**src/hdl/peak_power_map.svh**
```systemverilog
// offsets, field positions, reset values and timing figures of the peak power option register
`ifndef PEAK_POWER_MAP_SVH
`define PEAK_POWER_MAP_SVH

// command address and power-on value
`define PPO_CMD_ADDR 8'h31
`define PPO_RESET_VAL 16'h02b7

// field positions
`define PPO_OVLD_WIN_HI 15
`define PPO_OVLD_WIN_LO 14
`define PPO_SURGE_CURR_BIT 13
`define PPO_SURGE_DROOP_BIT 12
`define PPO_OVLD_FLAG_BIT 11
`define PPO_RECOV_FLAG_BIT 10
`define PPO_PERIOD_HI 9
`define PPO_PERIOD_LO 8
`define PPO_MERGE_BIT 7
`define PPO_MON_DIR_BIT 6
`define PPO_LOW_SW_BIT 5
`define PPO_IN_SENSE_BIT 4
`define PPO_IN_OC_EN_BIT 3
`define PPO_IN_OC_RATIO_BIT 2
`define PPO_DIS_OC_EN_BIT 1
`define PPO_DIS_OC_RATIO_BIT 0

// clock rate and unit conversion
`define PPO_CLK_MHZ 200
`define PPO_US_PER_MS 1000

// overload window in ms per code
`define PPO_OVLD_MS_0 32'd1
`define PPO_OVLD_MS_1 32'd2
`define PPO_OVLD_MS_2 32'd10
`define PPO_OVLD_MS_3 32'd20

// overload plus recovery period in ms per code
`define PPO_PERIOD_MS_0 32'd5
`define PPO_PERIOD_MS_1 32'd10
`define PPO_PERIOD_MS_2 32'd20
`define PPO_PERIOD_MS_3 32'd40

// input overcurrent blank-out in us
`define PPO_BLANK_US 100

`endif

```
**src/hdl/peak_power_pkg.sv**
```systemverilog
// types shared by the peak power option logic
package peak_power_pkg;

  // surge sequencer states, gray coded along idle, overload, recovery
  typedef enum logic [1:0] {
    SURGE_IDLE = 2'b00,
    SURGE_OVERLOAD = 2'b01,
    SURGE_RECOVERY = 2'b11
  } surge_state_type;

endpackage

```
**src/hdl/pin_sync.sv**
```systemverilog
// two-flop synchroniser bank for pin inputs
`timescale 1ns/1ps

module pin_sync #(
  parameter int unsigned WIDTH = 1
) (
  // clock, reset, enable
  input wire logic clk,
  input wire logic rstn,
  input wire logic ce,
  // asynchronous inputs and synchronised outputs
  input wire logic [WIDTH-1:0] d,
  output logic [WIDTH-1:0] q
);

  logic [WIDTH-1:0] meta_q;

  // first stage feeds only the second stage
  always_ff @(posedge clk) begin
    if (!rstn) begin
      meta_q <= '0;
      q <= '0;
    end else if (ce) begin
      meta_q <= d;
      q <= meta_q;
    end
  end

endmodule

```
**src/hdl/peak_power_options.sv**
```systemverilog
// peak power and protection option register with surge sequencer and overcurrent trips
`timescale 1ns/1ps
`include "peak_power_map.svh"

// Overview of operation
// - bits 15:14 pick overload window 1, 2, 10 or 20 ms; reset 00
// - bit 13 arms surge on input current, bit 12 on rail droop; both 0 disables
// - adapter removal clears both surge arm bits
// - bit 11 reads overload phase; host writing 0 ends that phase
// - bit 10 reads recovery phase; host writing 0 ends that phase
// - bits 9:8 pick cycle period 5, 10, 20 or 40 ms; reset 10
// - overload window longer than period means no recovery phase
// - bit 7 set uses lower of pin limit and register limit, else register only
// - bit 6 picks monitor direction: 0 discharge, 1 charge
// - bit 5 low switch trip level: 0 is 210 mV, 1 is 150 mV
// - bit 4 input sense trip level: 0 is 280 mV, 1 is 150 mV
// - bit 3 lets input overcurrent stop the converter after 100 us blank-out
// - bit 2 input overcurrent ratio: 0 is 133 percent, 1 is 200 percent
// - bit 1 lets discharge overcurrent stop the converter; set at reset
// - bit 0 discharge overcurrent ratio: 0 is 133 percent, 1 is 200 percent
// - register answers command 31h and powers up as 02b7h
// - software register reset restores power-on value, then its control bit clears
module peak_power_options #(
  parameter int unsigned MS_CYCLES = `PPO_CLK_MHZ * `PPO_US_PER_MS,
  parameter int unsigned BLANK_CYCLES = `PPO_BLANK_US * `PPO_CLK_MHZ
) (
  // clock, reset, enable
  input wire logic clk,
  input wire logic rstn,
  input wire logic ce,
  // command port from the smbus front end
  input wire logic cmd_valid,
  input wire logic cmd_write,
  input wire logic [7:0] cmd_addr,
  input wire logic [15:0] cmd_wdata,
  output logic rsp_valid,
  output logic rsp_ack,
  output logic [15:0] rsp_rdata,
  // software register reset handshake
  input wire logic soft_reset_req,
  output logic reg_reset_clear,
  // pins and comparators from outside the clock domain
  input wire logic adapter_present,
  input wire logic input_current_overshoot,
  input wire logic rail_droop,
  input wire logic [7:0] limit_pin,
  input wire logic input_overcurrent,
  input wire logic discharge_overcurrent,
  // limit from the neighbouring register, same clock
  input wire logic [7:0] input_limit_setting,
  // surge sequencer status
  output logic overload_active,
  output logic recovery_active,
  // analog configuration outputs
  output logic [7:0] input_limit_effective,
  output logic current_monitor_direction,
  output logic low_switch_trip_level,
  output logic input_sense_trip_level,
  output logic input_overcurrent_ratio,
  output logic discharge_overcurrent_ratio,
  output logic converter_disable
);

  logic [15:0] cfg_q;
  logic [15:0] cfg_d;
  logic [15:0] read_word;
  logic [12:0] sync_q;
  logic adapter_s;
  logic overshoot_s;
  logic droop_s;
  logic in_oc_s;
  logic dis_oc_s;
  logic [7:0] limit_pin_s;
  logic adapter_prev_q;
  logic adapter_fall;
  logic addr_hit;
  logic wr_hit;
  logic clr_overload;
  logic clr_recovery;
  logic trigger;
  peak_power_pkg::surge_state_type state_q;
  peak_power_pkg::surge_state_type state_d;
  logic [31:0] timer_q;
  logic [31:0] timer_d;
  logic [31:0] blank_cnt_q;
  logic input_oc_trip_q;
  logic rsp_valid_q;
  logic rsp_ack_q;
  logic [15:0] rsp_rdata_q;
  logic reg_reset_clear_q;
  logic overload_active_q;
  logic recovery_active_q;
  logic [7:0] limit_eff_q;
  logic converter_disable_q;

  // overload window in ms for a field code
  function automatic logic [31:0] ovld_ms(input logic [1:0] code);
    case (code)
      2'b00: ovld_ms = `PPO_OVLD_MS_0;
      2'b01: ovld_ms = `PPO_OVLD_MS_1;
      2'b10: ovld_ms = `PPO_OVLD_MS_2;
      default: ovld_ms = `PPO_OVLD_MS_3;
    endcase
  endfunction

  // cycle period in ms for a field code
  function automatic logic [31:0] period_ms(input logic [1:0] code);
    case (code)
      2'b00: period_ms = `PPO_PERIOD_MS_0;
      2'b01: period_ms = `PPO_PERIOD_MS_1;
      2'b10: period_ms = `PPO_PERIOD_MS_2;
      default: period_ms = `PPO_PERIOD_MS_3;
    endcase
  endfunction

  // pin inputs pass two flops before any use
  pin_sync #(
    .WIDTH(13)
  ) u_sync (
    .clk(clk),
    .rstn(rstn),
    .ce(ce),
    .d({adapter_present, input_current_overshoot, rail_droop, input_overcurrent,
        discharge_overcurrent, limit_pin}),
    .q(sync_q)
  );

  assign {adapter_s, overshoot_s, droop_s, in_oc_s, dis_oc_s, limit_pin_s} = sync_q;

  // command decode
  assign addr_hit = cmd_valid && (cmd_addr == `PPO_CMD_ADDR);
  assign wr_hit = addr_hit && cmd_write;
  assign clr_overload = wr_hit && !cmd_wdata[`PPO_OVLD_FLAG_BIT];
  assign clr_recovery = wr_hit && !cmd_wdata[`PPO_RECOV_FLAG_BIT];
  assign adapter_fall = adapter_prev_q && !adapter_s;
  assign trigger = (cfg_q[`PPO_SURGE_CURR_BIT] && overshoot_s) ||
                   (cfg_q[`PPO_SURGE_DROOP_BIT] && droop_s);

  // adapter level history for removal detection
  always_ff @(posedge clk) begin
    if (!rstn) begin
      adapter_prev_q <= 1'b0;
    end else if (ce) begin
      adapter_prev_q <= adapter_s;
    end
  end

  // next register value: host write, then adapter removal on top
  always_comb begin
    cfg_d = cfg_q;
    if (wr_hit) begin
      cfg_d = cmd_wdata;
      cfg_d[`PPO_OVLD_FLAG_BIT] = 1'b0; // flags live in the sequencer
      cfg_d[`PPO_RECOV_FLAG_BIT] = 1'b0;
    end
    if (adapter_fall) begin
      cfg_d[`PPO_SURGE_CURR_BIT] = 1'b0;
      cfg_d[`PPO_SURGE_DROOP_BIT] = 1'b0;
    end
  end

  // option storage with power-on and software reset
  always_ff @(posedge clk) begin
    if (!rstn) begin
      cfg_q <= `PPO_RESET_VAL;
    end else if (ce) begin
      if (soft_reset_req) begin
        cfg_q <= `PPO_RESET_VAL;
      end else begin
        cfg_q <= cfg_d;
      end
    end
  end

  // self-clearing pulse back to the reset control bit
  always_ff @(posedge clk) begin
    if (!rstn) begin
      reg_reset_clear_q <= 1'b0;
    end else if (ce) begin
      reg_reset_clear_q <= soft_reset_req;
    end
  end

  // read image: stored fields plus live phase flags
  always_comb begin
    read_word = cfg_q;
    read_word[`PPO_OVLD_FLAG_BIT] = (state_q == peak_power_pkg::SURGE_OVERLOAD);
    read_word[`PPO_RECOV_FLAG_BIT] = (state_q == peak_power_pkg::SURGE_RECOVERY);
  end

  // registered answer, nack on a foreign command
  always_ff @(posedge clk) begin
    if (!rstn) begin
      rsp_valid_q <= 1'b0;
      rsp_ack_q <= 1'b0;
      rsp_rdata_q <= 16'h0000;
    end else if (ce) begin
      rsp_valid_q <= cmd_valid;
      rsp_ack_q <= addr_hit;
      rsp_rdata_q <= (addr_hit && !cmd_write) ? read_word : 16'h0000;
    end
  end

  // surge sequencer: overload window, then recovery to fill the period
  always_comb begin
    state_d = state_q;
    timer_d = timer_q;
    case (state_q)
      peak_power_pkg::SURGE_IDLE: begin
        if (trigger) begin
          state_d = peak_power_pkg::SURGE_OVERLOAD;
          timer_d = 32'(ovld_ms(cfg_q[15:14]) * MS_CYCLES) - 32'd1;
        end
      end
      peak_power_pkg::SURGE_OVERLOAD: begin
        if (clr_overload) begin
          state_d = peak_power_pkg::SURGE_IDLE;
          timer_d = 32'd0;
        end else if (timer_q == 32'd0) begin
          if (ovld_ms(cfg_q[15:14]) < period_ms(cfg_q[9:8])) begin
            state_d = peak_power_pkg::SURGE_RECOVERY;
            timer_d = 32'((period_ms(cfg_q[9:8]) - ovld_ms(cfg_q[15:14])) * MS_CYCLES)
                      - 32'd1;
          end else begin
            state_d = peak_power_pkg::SURGE_IDLE;
          end
        end else begin
          timer_d = timer_q - 32'd1;
        end
      end
      peak_power_pkg::SURGE_RECOVERY: begin
        if (clr_recovery || (timer_q == 32'd0)) begin
          state_d = peak_power_pkg::SURGE_IDLE;
          timer_d = 32'd0;
        end else begin
          timer_d = timer_q - 32'd1;
        end
      end
      default: begin
        state_d = peak_power_pkg::SURGE_IDLE;
        timer_d = 32'd0;
      end
    endcase
  end

  // sequencer state and phase outputs
  always_ff @(posedge clk) begin
    if (!rstn) begin
      state_q <= peak_power_pkg::SURGE_IDLE;
      timer_q <= 32'd0;
      overload_active_q <= 1'b0;
      recovery_active_q <= 1'b0;
    end else if (ce) begin
      state_q <= soft_reset_req ? peak_power_pkg::SURGE_IDLE : state_d;
      timer_q <= timer_d;
      overload_active_q <= !soft_reset_req && (state_d == peak_power_pkg::SURGE_OVERLOAD);
      recovery_active_q <= !soft_reset_req && (state_d == peak_power_pkg::SURGE_RECOVERY);
    end
  end

  // input overcurrent must persist through the blank-out before tripping
  always_ff @(posedge clk) begin
    if (!rstn) begin
      blank_cnt_q <= 32'd0;
      input_oc_trip_q <= 1'b0;
    end else if (ce) begin
      if (!(cfg_q[`PPO_IN_OC_EN_BIT] && in_oc_s)) begin
        blank_cnt_q <= 32'd0;
        input_oc_trip_q <= 1'b0;
      end else if (blank_cnt_q >= BLANK_CYCLES - 32'd1) begin
        input_oc_trip_q <= 1'b1;
      end else begin
        blank_cnt_q <= blank_cnt_q + 32'd1;
      end
    end
  end

  // converter stop and effective input limit
  always_ff @(posedge clk) begin
    if (!rstn) begin
      converter_disable_q <= 1'b0;
      limit_eff_q <= 8'h00;
    end else if (ce) begin
      converter_disable_q <= input_oc_trip_q ||
                             (cfg_q[`PPO_DIS_OC_EN_BIT] && dis_oc_s);
      if (cfg_q[`PPO_MERGE_BIT] && (limit_pin_s < input_limit_setting)) begin
        limit_eff_q <= limit_pin_s;
      end else begin
        limit_eff_q <= input_limit_setting;
      end
    end
  end

  // outputs straight from flops
  assign rsp_valid = rsp_valid_q;
  assign rsp_ack = rsp_ack_q;
  assign rsp_rdata = rsp_rdata_q;
  assign reg_reset_clear = reg_reset_clear_q;
  assign overload_active = overload_active_q;
  assign recovery_active = recovery_active_q;
  assign input_limit_effective = limit_eff_q;
  assign converter_disable = converter_disable_q;
  assign current_monitor_direction = cfg_q[`PPO_MON_DIR_BIT];
  assign low_switch_trip_level = cfg_q[`PPO_LOW_SW_BIT];
  assign input_sense_trip_level = cfg_q[`PPO_IN_SENSE_BIT];
  assign input_overcurrent_ratio = cfg_q[`PPO_IN_OC_RATIO_BIT];
  assign discharge_overcurrent_ratio = cfg_q[`PPO_DIS_OC_RATIO_BIT];

  // checks on the register, sequencer and trips
  chk_power_on_value: assert property (@(posedge clk) disable iff (!rstn)
    !$past(rstn) |-> cfg_q == `PPO_RESET_VAL && state_q == peak_power_pkg::SURGE_IDLE)
    else $error("power-on value wrong");
  chk_soft_reset: assert property (@(posedge clk) disable iff (!rstn)
    ce && soft_reset_req |=> cfg_q == `PPO_RESET_VAL && reg_reset_clear
    && state_q == peak_power_pkg::SURGE_IDLE && !overload_active && !recovery_active)
    else $error("software reset did not restore value");
  chk_adapter_disarm: assert property (@(posedge clk) disable iff (!rstn)
    ce && adapter_fall |=> cfg_q[13:12] == 2'b00)
    else $error("arm bits survived adapter removal");
  chk_disarmed_idle: assert property (@(posedge clk) disable iff (!rstn)
    ce && state_q == peak_power_pkg::SURGE_IDLE && cfg_q[13:12] == 2'b00
    |=> state_q == peak_power_pkg::SURGE_IDLE)
    else $error("surge started while disarmed");
  chk_overload_load: assert property (@(posedge clk) disable iff (!rstn)
    ce && state_q == peak_power_pkg::SURGE_IDLE && trigger && !soft_reset_req
    |=> overload_active && timer_q == 32'(ovld_ms($past(cfg_q[15:14])) * MS_CYCLES) - 32'd1)
    else $error("overload window not loaded");
  chk_recovery_load: assert property (@(posedge clk) disable iff (!rstn)
    ce && state_q == peak_power_pkg::SURGE_OVERLOAD && timer_q == 32'd0 && !clr_overload
    && ovld_ms(cfg_q[15:14]) < period_ms(cfg_q[9:8]) && !soft_reset_req
    |=> recovery_active && timer_q == 32'((period_ms($past(cfg_q[9:8]))
        - ovld_ms($past(cfg_q[15:14]))) * MS_CYCLES) - 32'd1)
    else $error("recovery time not loaded");
  chk_no_recovery: assert property (@(posedge clk) disable iff (!rstn)
    ce && state_q == peak_power_pkg::SURGE_OVERLOAD && timer_q == 32'd0
    && ovld_ms(cfg_q[15:14]) >= period_ms(cfg_q[9:8])
    |=> state_q == peak_power_pkg::SURGE_IDLE && !recovery_active)
    else $error("recovery entered with long window");
  chk_overload_exit: assert property (@(posedge clk) disable iff (!rstn)
    ce && clr_overload && state_q == peak_power_pkg::SURGE_OVERLOAD
    |=> !overload_active ##1 !rsp_rdata[11])
    else $error("host could not end overload");
  chk_recovery_exit: assert property (@(posedge clk) disable iff (!rstn)
    ce && clr_recovery && state_q == peak_power_pkg::SURGE_RECOVERY
    |=> state_q == peak_power_pkg::SURGE_IDLE && !recovery_active)
    else $error("host could not end recovery");
  chk_flag_readback: assert property (@(posedge clk) disable iff (!rstn)
    ce && addr_hit && !cmd_write
    |=> rsp_ack && rsp_rdata[11] == $past(state_q == peak_power_pkg::SURGE_OVERLOAD)
        && rsp_rdata[10] == $past(state_q == peak_power_pkg::SURGE_RECOVERY))
    else $error("phase flags read back wrong");
  chk_ones_ignored: assert property (@(posedge clk) disable iff (!rstn)
    ce && wr_hit && cmd_wdata[11] && cmd_wdata[10] && state_q == peak_power_pkg::SURGE_IDLE
    && !trigger |=> state_q == peak_power_pkg::SURGE_IDLE)
    else $error("writing one started a phase");
  chk_limit_merge: assert property (@(posedge clk) disable iff (!rstn)
    ce && cfg_q[7] |=> input_limit_effective <= $past(input_limit_setting)
    && input_limit_effective <= $past(limit_pin_s))
    else $error("merged limit not the lower one");
  chk_blank_out: assert property (@(posedge clk) disable iff (!rstn)
    $rose(input_oc_trip_q) |-> $past(blank_cnt_q) >= BLANK_CYCLES - 32'd1
    && $past(cfg_q[3]) && $past(in_oc_s))
    else $error("input trip before blank-out");
  chk_discharge_trip: assert property (@(posedge clk) disable iff (!rstn)
    ce && cfg_q[1] && dis_oc_s |=> converter_disable)
    else $error("discharge overcurrent did not stop converter");

endmodule

```
**config.mk**
```make
export PLATFORM = sky130hd
export DESIGN_NAME = peak_power_options
export DESIGN_NICKNAME = d
export VERILOG_FILES = /design/src/hdl/peak_power_pkg.sv /design/src/hdl/pin_sync.sv /design/src/hdl/peak_power_options.sv
export VERILOG_INCLUDE_DIRS = /design/src /design/src/hdl
export SDC_FILE = /design/constraint.sdc
export NUM_CORES = 1
export LEC_CHECK = 0
export BUFFER_PORTS_ARGS = -buffer_cell sky130_fd_sc_hd__buf_2
export CAP_MARGIN = 5
export CORE_UTILIZATION = 55
export DETAILED_ROUTE_END_ITERATION = 10
export GPL_TIMING_DRIVEN = 0
export PLACE_DENSITY = 0.74
export SYNTH_ARGS = -nofsm -noshare
export SYNTH_HDL_FRONTEND = slang
export SYNTH_HIERARCHICAL = 1
export SYNTH_SLANG_ARGS = --single-unit
export TNS_END_PERCENT = 1
```
**constraint.sdc**
```tcl
create_clock -name clk -period 10.99 [get_ports clk]
set_input_delay 2.198 -clock clk [delete_from_list [all_inputs] [get_ports clk]]
set_output_delay 2.198 -clock clk [all_outputs]
set_load 0.01 [all_outputs]
```
Word-level counts from Yosys, hierarchy flattened
Cells that the tools add are included.
- input bits: 51
- bits in registers: 140
- output and inout bits: 35
- add/subtract/negate cells: 5
- multipliers: 2
- reductions and logical operators: 32
- $lt $le $gt $ge: 3
- equality and inequality tests: 13
- mux-type cells: 40
- operators by type and width (kind ; number):
    2-to-1 mux 32 bit ; 23
    one-hot mux 32 bit (3 select lines) ; 1
    subtractor 32 x 1 -> 32 bit (second input constant) ; 3
    multiplier 32 x 12 -> 26 bit (second input constant) ; 2
    2-to-1 mux 16 bit ; 3
    adder 32 x 1 -> 32 bit (second input constant) ; 1
    greater-or-equal comparator 32 x 15 -> 1 bit (second input constant) ; 1
    logical NOT 32 bit ; 1
    less-than comparator 32 bit ; 1
    subtractor 32 bit ; 1
    one-hot mux 6 bit (3 select lines) ; 1
    one-hot mux 5 bit (3 select lines) ; 1
    2-to-1 mux 2 bit ; 7
    logical AND 1 bit ; 13
    equality test 2 x 1 -> 1 bit (second input constant) ; 4
    equality test 2 bit (second input constant) ; 4
    equality test 8 x 6 -> 1 bit (second input constant) ; 1
    less-than comparator 8 bit ; 1
    2-to-1 mux 8 bit ; 1
    AND reduction 2 bit ; 4
    logical NOT 2 bit ; 3
    one-hot mux 2 bit (3 select lines) ; 1
    logical NOT 1 bit ; 5
    != test 2 bit (second input constant) ; 2
    7 further kinds ; 10

Longest topological paths before layout
Gate-level depths: netlist of the first run.
- depth in word-level cells: 18
- gate-level depth with buffers: 32
- gate-level depth less buffers: 31

Cells and area by module
The synthesis of the first run kept the hierarchy.
- modules (own cells, without submodules) (module ; area an instance (µm²) ; cells each ; times used ; seq. area each (µm²)):
    peak_power_options ; 10561.4 ; 1342 ; 1 ; 2242.2
    pin_sync ; 1002.2 ; 83 ; 1 ; 520.5

Least setup slack after synthesis of the first run
OpenSTA, ideal clock, no wires.
- path type: reg-to-reg
- start: register cfg_q[8]
- end: register timer_q[29]
- data required time: 10.863 ns
- library setup time: 0.127 ns
- stages on the path, launching flop included: 32
- clock period less this slack: 7.363 ns
- path buffers: 2
- arrival: 7.236 ns
- setup slack: 3.627 ns
- path through: dfxtp_1 clkbuf_1 or2_2 ha_1 fa_1 inv_1 a21oi_1 o21bai_1 nand2_1 nand2_1 inv_1 ha_1 ha_1 inv_1 fa_1 inv_1 fa_1 inv_1 fa_1 inv_1 ha_1 clkbuf_1 nand2_1 or3_1 a21oi_1 o21ai_0 a21o_1 nor4_1 nand4_1 nor3b_1 xor2_1 a21boi_1
- cells in the longest elaborated chain, start to end: 13
- elaborated cells between the ends (all ways): 21
- ends and longest elaborated chain (item ; line ; source):
    start, declared ; peak_power_options.sv:64 ; logic [15:0] cfg_q;
    start signal, assigned ; peak_power_options.sv:165 ; cfg_q <= `PPO_RESET_VAL;
    start signal, assigned ; peak_power_options.sv:168 ; cfg_q <= `PPO_RESET_VAL;
    start signal, assigned ; peak_power_options.sv:170 ; cfg_q <= cfg_d;
    equality test 2 bit, or another cell as far along ; peak_power_options.sv:108 ; case (code)
    one-hot mux 6 bit (3 select lines) (*) ; peak_power_options.sv:108 ;
    2-to-1 mux 32 bit ; peak_power_options.sv:220 ; if (ovld_ms(cfg_q[15:14]) < period_ms(cfg_q[9:8])) begin
    2-to-1 mux 32 bit ; peak_power_options.sv:219 ; end else if (timer_q == 32'd0) begin
    2-to-1 mux 32 bit ; peak_power_options.sv:216 ; if (clr_overload) begin
    2-to-1 mux 32 bit ; peak_power_options.sv:208 ; case (state_q)
    subtractor 32 bit ; peak_power_options.sv:222 ; timer_d = 32'((period_ms(cfg_q[9:8]) - ovld_ms(cfg_q[15:14])) * MS_CYCLES)
    multiplier 32 x 12 -> 26 bit ; peak_power_options.sv:222 ;
    subtractor 32 x 1 -> 32 bit ; peak_power_options.sv:223 ; - 32'd1;
    2-to-1 mux 32 bit ; peak_power_options.sv:220 ;
    2-to-1 mux 32 bit ; peak_power_options.sv:219 ;
    2-to-1 mux 32 bit ; peak_power_options.sv:216 ;
    one-hot mux 32 bit (3 select lines) ; peak_power_options.sv:208 ;
    end signal, assigned ; peak_power_options.sv:255 ; timer_q <= timer_d;
    end, declared ; peak_power_options.sv:83 ; logic [31:0] timer_q;
Every way passes the cells marked *; elsewhere a longest branch is shown, timed or not. The select of a mux whose other input is x is not followed.
A chain may end at the register's enable or synchronous reset.

Worst setup path after layout of the first run
- start: register cfg_q[14]
- end: register timer_q[29]
- cells in the longest elaborated chain, start to end: 13
- elaborated cells between the ends (all ways): 26
- ends and longest elaborated chain (item ; line ; source):
    equality test 2 bit, or another cell as far along ; peak_power_options.sv:98 ; case (code)
    one-hot mux 5 bit (3 select lines) (*) ; peak_power_options.sv:98 ;
    2-to-1 mux 32 bit ; peak_power_options.sv:220 ;
    2-to-1 mux 32 bit ; peak_power_options.sv:219 ;
    2-to-1 mux 32 bit ; peak_power_options.sv:216 ;
    2-to-1 mux 32 bit ; peak_power_options.sv:208 ;
    subtractor 32 bit ; peak_power_options.sv:222 ;
    multiplier 32 x 12 -> 26 bit ; peak_power_options.sv:222 ;
    subtractor 32 x 1 -> 32 bit ; peak_power_options.sv:223 ;
    2-to-1 mux 32 bit ; peak_power_options.sv:220 ;
    2-to-1 mux 32 bit ; peak_power_options.sv:219 ;
    2-to-1 mux 32 bit ; peak_power_options.sv:216 ;
    one-hot mux 32 bit (3 select lines) ; peak_power_options.sv:208 ;
Marked as above.

==> results.cfg, run 1 <==
[floorplanning]
coreArea_um2 = 20400
die_w_um = 147
start_util = 0.566
dieArea_um2 = 21600
ios = 86
fp.dieH_um = 147
fp-row-count = 52

[setup_path]
start_kind = flop
crit_top_cell = inv_1
crit_path_end_kind = flop
cp_max_fo = 10
crit_buf_inv = 8
rr_startpoint = cfg_q[14]
crit_family = adder cells
r2r_cells = 31
path_class = flop to flop
slowest_delay_ns = 0.61
critPathArrivalTime_ns = 8.87
cp.required_ns = 11.30
slowest_stage = nor4_1
r2r-end = timer_q[29]
ff2ff_setup_slack_ns = 2.43

[timing]
maxSlewViolCount = 0
max_freq_mhz = 117
finalSetupViolCount = 0
slew_headroom = 0.312
worst_pin_slew_ns = 1.02
rsz0062_at_grt = no
hold_slack_ns = 0.474
fin_tns_setup_ns = 0
fin_skew_ns = 0.0103
period_share = 0.779
hold_viol = 0
period_needed_ns = 8.56

[logic_synthesis]
synth_area_leader_cell = dfxtp_1
yosys.area_share.xor_xnor = 0.0636
yosys.cell_types.count = 78
synth_compound_area_frac = 0.180
synth_edf_count = 0
synth_area_um2 = 11600
synth-adder-area-share = 0.206
synth_top_family_by_area = adder cells
synth.most_common_cell = nor2_1
synth.avg_cell_area_um2 = 8.11
ys_ff_latch = 138
netlist_top_cells_area = dfxtp_1 24%, ha_1 12%, fa_1 8.8%
synth-main-ff-cell = dfxtp_1
muxShareOfSynthArea = 0.0355
yosys.area_share.simple = 0.200
synthCells = 1425
synth_common_cells = 149 x nor2_1, 146 x inv_1, 138 x dfxtp_1, 109 x ha_1, 97 x nand2_1
synth_nets = 1636
async_flop_share = 0
ys_warn_count = 6
synth_top_area_share = 0.239
seq_area_frac_synth = 0.239

[pwr]
ir_drop_uv = 81.6
powerDensity_nw_per_um2 = 88.7
p_leak_uw = 0.00595

[finish]
area_growth_pct = 11.7
antenna_cells = 0
nets = 1740
design_area_um2 = 12900
final_util = 0.632
layout-drive-gt1-share = 0.0973

[drt]
vias = 10700
ant_nets = 0
drc_errors = 0
wire_per_inst_um = 18.1
via_per_inst = 5.90
first_iter_violations = 881
drt_wl_total_um = 32900
firstDrtPassIters = 8

[job]
drv_cap = 0

[placement]
dpl_cell_area_um2 = 12300
gp_congestion = 0.962
dp_hpwl_um = 25900
port_buffers = 85

[min_path]
min_path_cells = 2
hp-start = rsp_rdata[10]
hold_end = rsp_rdata[10]
hold_class = flop to flop

[global_route]
grt.total_usage = 0.310
grt.busiest_layer = met2
met1_usage = 0.437
grt_overflow = 0
grt_pass1_wl_um = 53100
met2_usage = 0.485
antenna_found_initial = 0
grt_max_degree = 18
use_met3 = 0.0531
grt_pass1_vias = 10100

[cts]
post_cts_buffers = 0
cts-root-buf = clkbuf_16
clk_pin_slew_worst_paths_ns = 0.07
cts_resized = 0
cts_hold_buf = 0
cts_tree = built
numClockSinks = 138
cts-htree-levels = 4
clock_path_buffers = 2
worstSkewPairLatency_ns = 0.43
cts_made_buffers = 17

[outcome]
status = completed
## kinds of logic (layout without fill, tap and decap cells)
kind of cell | count (synthesis) | count (layout)
simple gates | 470 | 470
compound gates | 319 | 319
buf+inv | 213 | 330
fa+ha+maj | 160 | 160
flops | 138 | 138
xor+xnor | 84 | 84
mux | 41 | 41
## worst max-delay path by stage
stage	start	to	slack, ns	depth (start not counted)
4_1_cts	cfg_q[14]	timer_q[29]	2.55	31
2_1_floorplan	cfg_q[8]	timer_q[29]	3.63	31
5_1_grt	cfg_q[15]	timer_q[29]	1.66	31
3_3_place_gp	cfg_q[14]	timer_q[29]	2.66	31
3_5_place_dp	cfg_q[14]	timer_q[29]	2.55	31
6_report	cfg_q[14]	timer_q[29]	2.43	31
## tightest hold or removal path, delay by kind of cell (launching register included)
family / cells / cell delay [ns]
and+or+nand+nor: 1 / 0.06
AOI/OAI and AO/OA: 1 / 0.05
DFF: 1 / 0.31
## state kept, by name (all words and copies together) (netlist names), 2 cells and up
signal,flops
blank_cnt_q,32
cfg_q,14
input_limit_effective,8
rsp_rdata,16
state_q,2
timer_q,32
u_sync/meta_q,13
u_sync/q,13
## layer usage
metal,share of wire,up-vias
met5,0,-
met4,0.023,0
met3,0.068,70
met2,0.45,375
met1,0.46,5051
li1,-,5189
## per-stage QoR
stage	power, uW	worst slack, ns	instances
2_1_floorplan	559	3.63	1425
3_3_place_gp	584	2.66	1780
3_5_place_dp	586	2.55	1780
4_1_cts	1150	2.55	1812
5_1_grt	1180	1.66	1812
6_report	1150	2.43	1812
## cell type report
| type | count | area (um^2) |
|---|---|---|
| inverters | 148 | 556 |
| flip-flops and latches | 138 | 2760 |
| clock buffers | 17 | 425 |
| plain buffers | 65 | 329 |
| multi-input cells | 1074 | 7920 |
| clock inverters | 15 | 169 |
| well taps | 270 | 338 |
| fillers | 1807 | 7510 |
| repair buffers | 85 | 425 |
## power breakdown
part	leakage [uW]	switching [uW]	total, uW	internal, uW
sequential	0.00112	4.49	511	507
clock	0.000284	265	570	305
combinational	0.00455	38.3	64.2	25.9
total	0.00595	308	1150	838
## cells in the final DEF (no fill, tap or decap), types with 51 or more instances in the layout
master / count
nor2_1: 149
fa_1: 51
o21ai_0: 61
a21oi_1: 88
ha_1: 109
nand2_1: 97
dfxtp_1: 138
inv_1: 146
buf_2: 91
Note: power is estimated with default switching activity, not from simulation.
==> run 2, diff against run 1 <==
--- a/config.mk
+++ b/config.mk
@@ -11,7 +11,7 @@
 export CORE_UTILIZATION = 55
 export DETAILED_ROUTE_END_ITERATION = 10
 export GPL_TIMING_DRIVEN = 0
-export PLACE_DENSITY = 0.74
+export PLACE_DENSITY = 0.77
 export SYNTH_ARGS = -nofsm -noshare
 export SYNTH_HDL_FRONTEND = slang
 export SYNTH_HIERARCHICAL = 1
==> constraint.sdc (replaced) <==
create_clock -name clk -period 7.8 [get_ports clk]
set_input_delay 1.56 -clock clk [delete_from_list [all_inputs] [get_ports clk]]
set_output_delay 1.56 -clock clk [all_outputs]
set_load 0.01 [all_outputs]
==> results.cfg, run 2 (same netlist as run 1, synthesis figures left out) <==
[timing]
maxSlewViolCount = 0
max_freq_mhz = 134
fin_skew_ns = 0.0105
period_share = 0.956
worst_pin_slew_ns = 1.20
period_needed_ns = 7.46
slew_headroom = 0.189
hold_viol = 0
fin_tns_setup_ns = 0
fin_ws_ns = 0.343
rsz0062_at_grt = yes
finalSetupViolCount = 0

[drt]
vias = 10700
first_iter_violations = 982
wire_per_inst_um = 18.2
drc_errors = 0
via_per_inst = 5.93
ant_nets = 0
firstDrtPassIters = 6
drt_wl_total_um = 33000

[floorplanning]
coreArea_um2 = 20400
ios = 86
start_util = 0.566
fp-row-count = 52
dieArea_um2 = 21600
die_w_um = 147
fp.dieH_um = 147

[finish]
final_common_cell = nor2_1
design_area_um2 = 13100
layout-drive-gt1-share = 0.118
area_growth_pct = 13.4
final_util = 0.642
most-common-layout-cells = 148 x nor2_1, 146 x inv_1, 136 x dfxtp_1
nets = 1741
antenna_cells = 0
nFillCells = 1768

[global_route]
grt_max_degree = 18
grt_pass1_vias = 10300
antenna_found_initial = 0
grt_overflow = 0
grt_pass1_wl_um = 53100
grt.total_usage = 0.309

[setup_path]
start_kind = flop
slowest_stage = fa_1
crit_top_cell = inv_1
slowest_delay_ns = 0.52
cp_max_fo = 10
critPathArrivalTime_ns = 7.77
crit_family = adder cells
path_class = flop to flop
crit_path_end_kind = flop
cp.required_ns = 8.11
crit_buf_inv = 8

[cts]
clk_pin_slew_worst_paths_ns = 0.07
cts-htree-levels = 4
cts_hold_buf = 0
cts_made_buffers = 17
numClockSinks = 138
cts-root-buf = clkbuf_16
clock_path_buffers = 2
worstSkewPairLatency_ns = 0.44
cts_tree = built

[pwr]
powerDensity_nw_per_um2 = 124
ir_drop_uv = 127
p_leak_uw = 0.00599

[placement]
dp_hpwl_um = 25900
post-place-ws_ns = -0.724
dpl_cell_area_um2 = 12300
gp_congestion = 0.992
port_buffers = 85

[outcome]
status = completed

[min_path]
hold_class = flop to flop

[job]
drv_cap = 0
## run 2: cell count changes in the layout (fill, tap and decap cells not counted), moves of 3 or more
| cell | delta |
|---|---|
| clkbuf_2 | +3 |
| ha_4 | +4 |
| a21oi_2 | +3 |
| clkbuf_1 | -6 |
| buf_4 | +3 |
| ha_1 | -4 |
| nor4_1 | -3 |
| a21oi_1 | -4 |
## run 2: worst paths after layout
kind                               startpoint       endpoint  slack (ns)  depth (start not counted)
worst max-delay path                 cfg_q[8]    timer_q[31]        0.34                         31
worst max register to register       cfg_q[8]    timer_q[31]        0.34                         31
worst min-delay path            rsp_rdata[10]  rsp_rdata[10]        0.48                          2
worst min register to register  rsp_rdata[10]  rsp_rdata[10]        0.48                          2
## run 2: what timing repair did
item                       CTS  global route
setup endpoints to repair   11            12
pin swaps                    0             3
setup buffers                0             3
gates cloned                 0             0
resized for setup           11            28
## run 2: through the flow
step	power (uW)	std cells	hold WS, ns
final	1620	1813	0.477
after global routing	1660	1813	0.507
after CTS	1620	1812	0.470
after detailed placement	825	1780	0.458
after global placement	823	1780	0.451
after floorplan	787	1425	0.438
## run 2: cell type report
class / instances / area, um^2 / area share
Multi-Input combinational cell: 1074 / 8080 / 0.616
Sequential cell: 138 / 2770 / 0.211
Inverter: 148 / 556 / 0.0424
Timing Repair Buffer: 88 / 448 / 0.0342
Clock buffer: 17 / 425 / 0.0324
Tap cell: 270 / 338 / 0.0258
Buffer: 63 / 329 / 0.0251
Clock inverter: 15 / 173 / 0.0132
## run 2: where the power goes
part           internal, uW  total (uW)  switching, uW
clock                   431         810            379
sequential              714         721           6.49
combinational          36.7        91.1           54.5
total                  1180        1620            440
## run 2: metal layers
layer / wire length (um) / global-route usage
met3: 2200 / 0.0419
met5: 0 / 0
met2: 14700 / 0.480
met4: 774 / 0.0964
met1: 15300 / 0.445
## run 2: worst reg2reg max path, delay by kind of cell, from the launching register on
family,cells,cell delay [ns]
DFF,1,0.32
adders and majority gates,7,2.76
buffers and inverters,8,0.87
AOI/OAI and AO/OA,6,0.98
and+or+nand+nor,8,2.02
xor gates and xnor gates,2,0.38
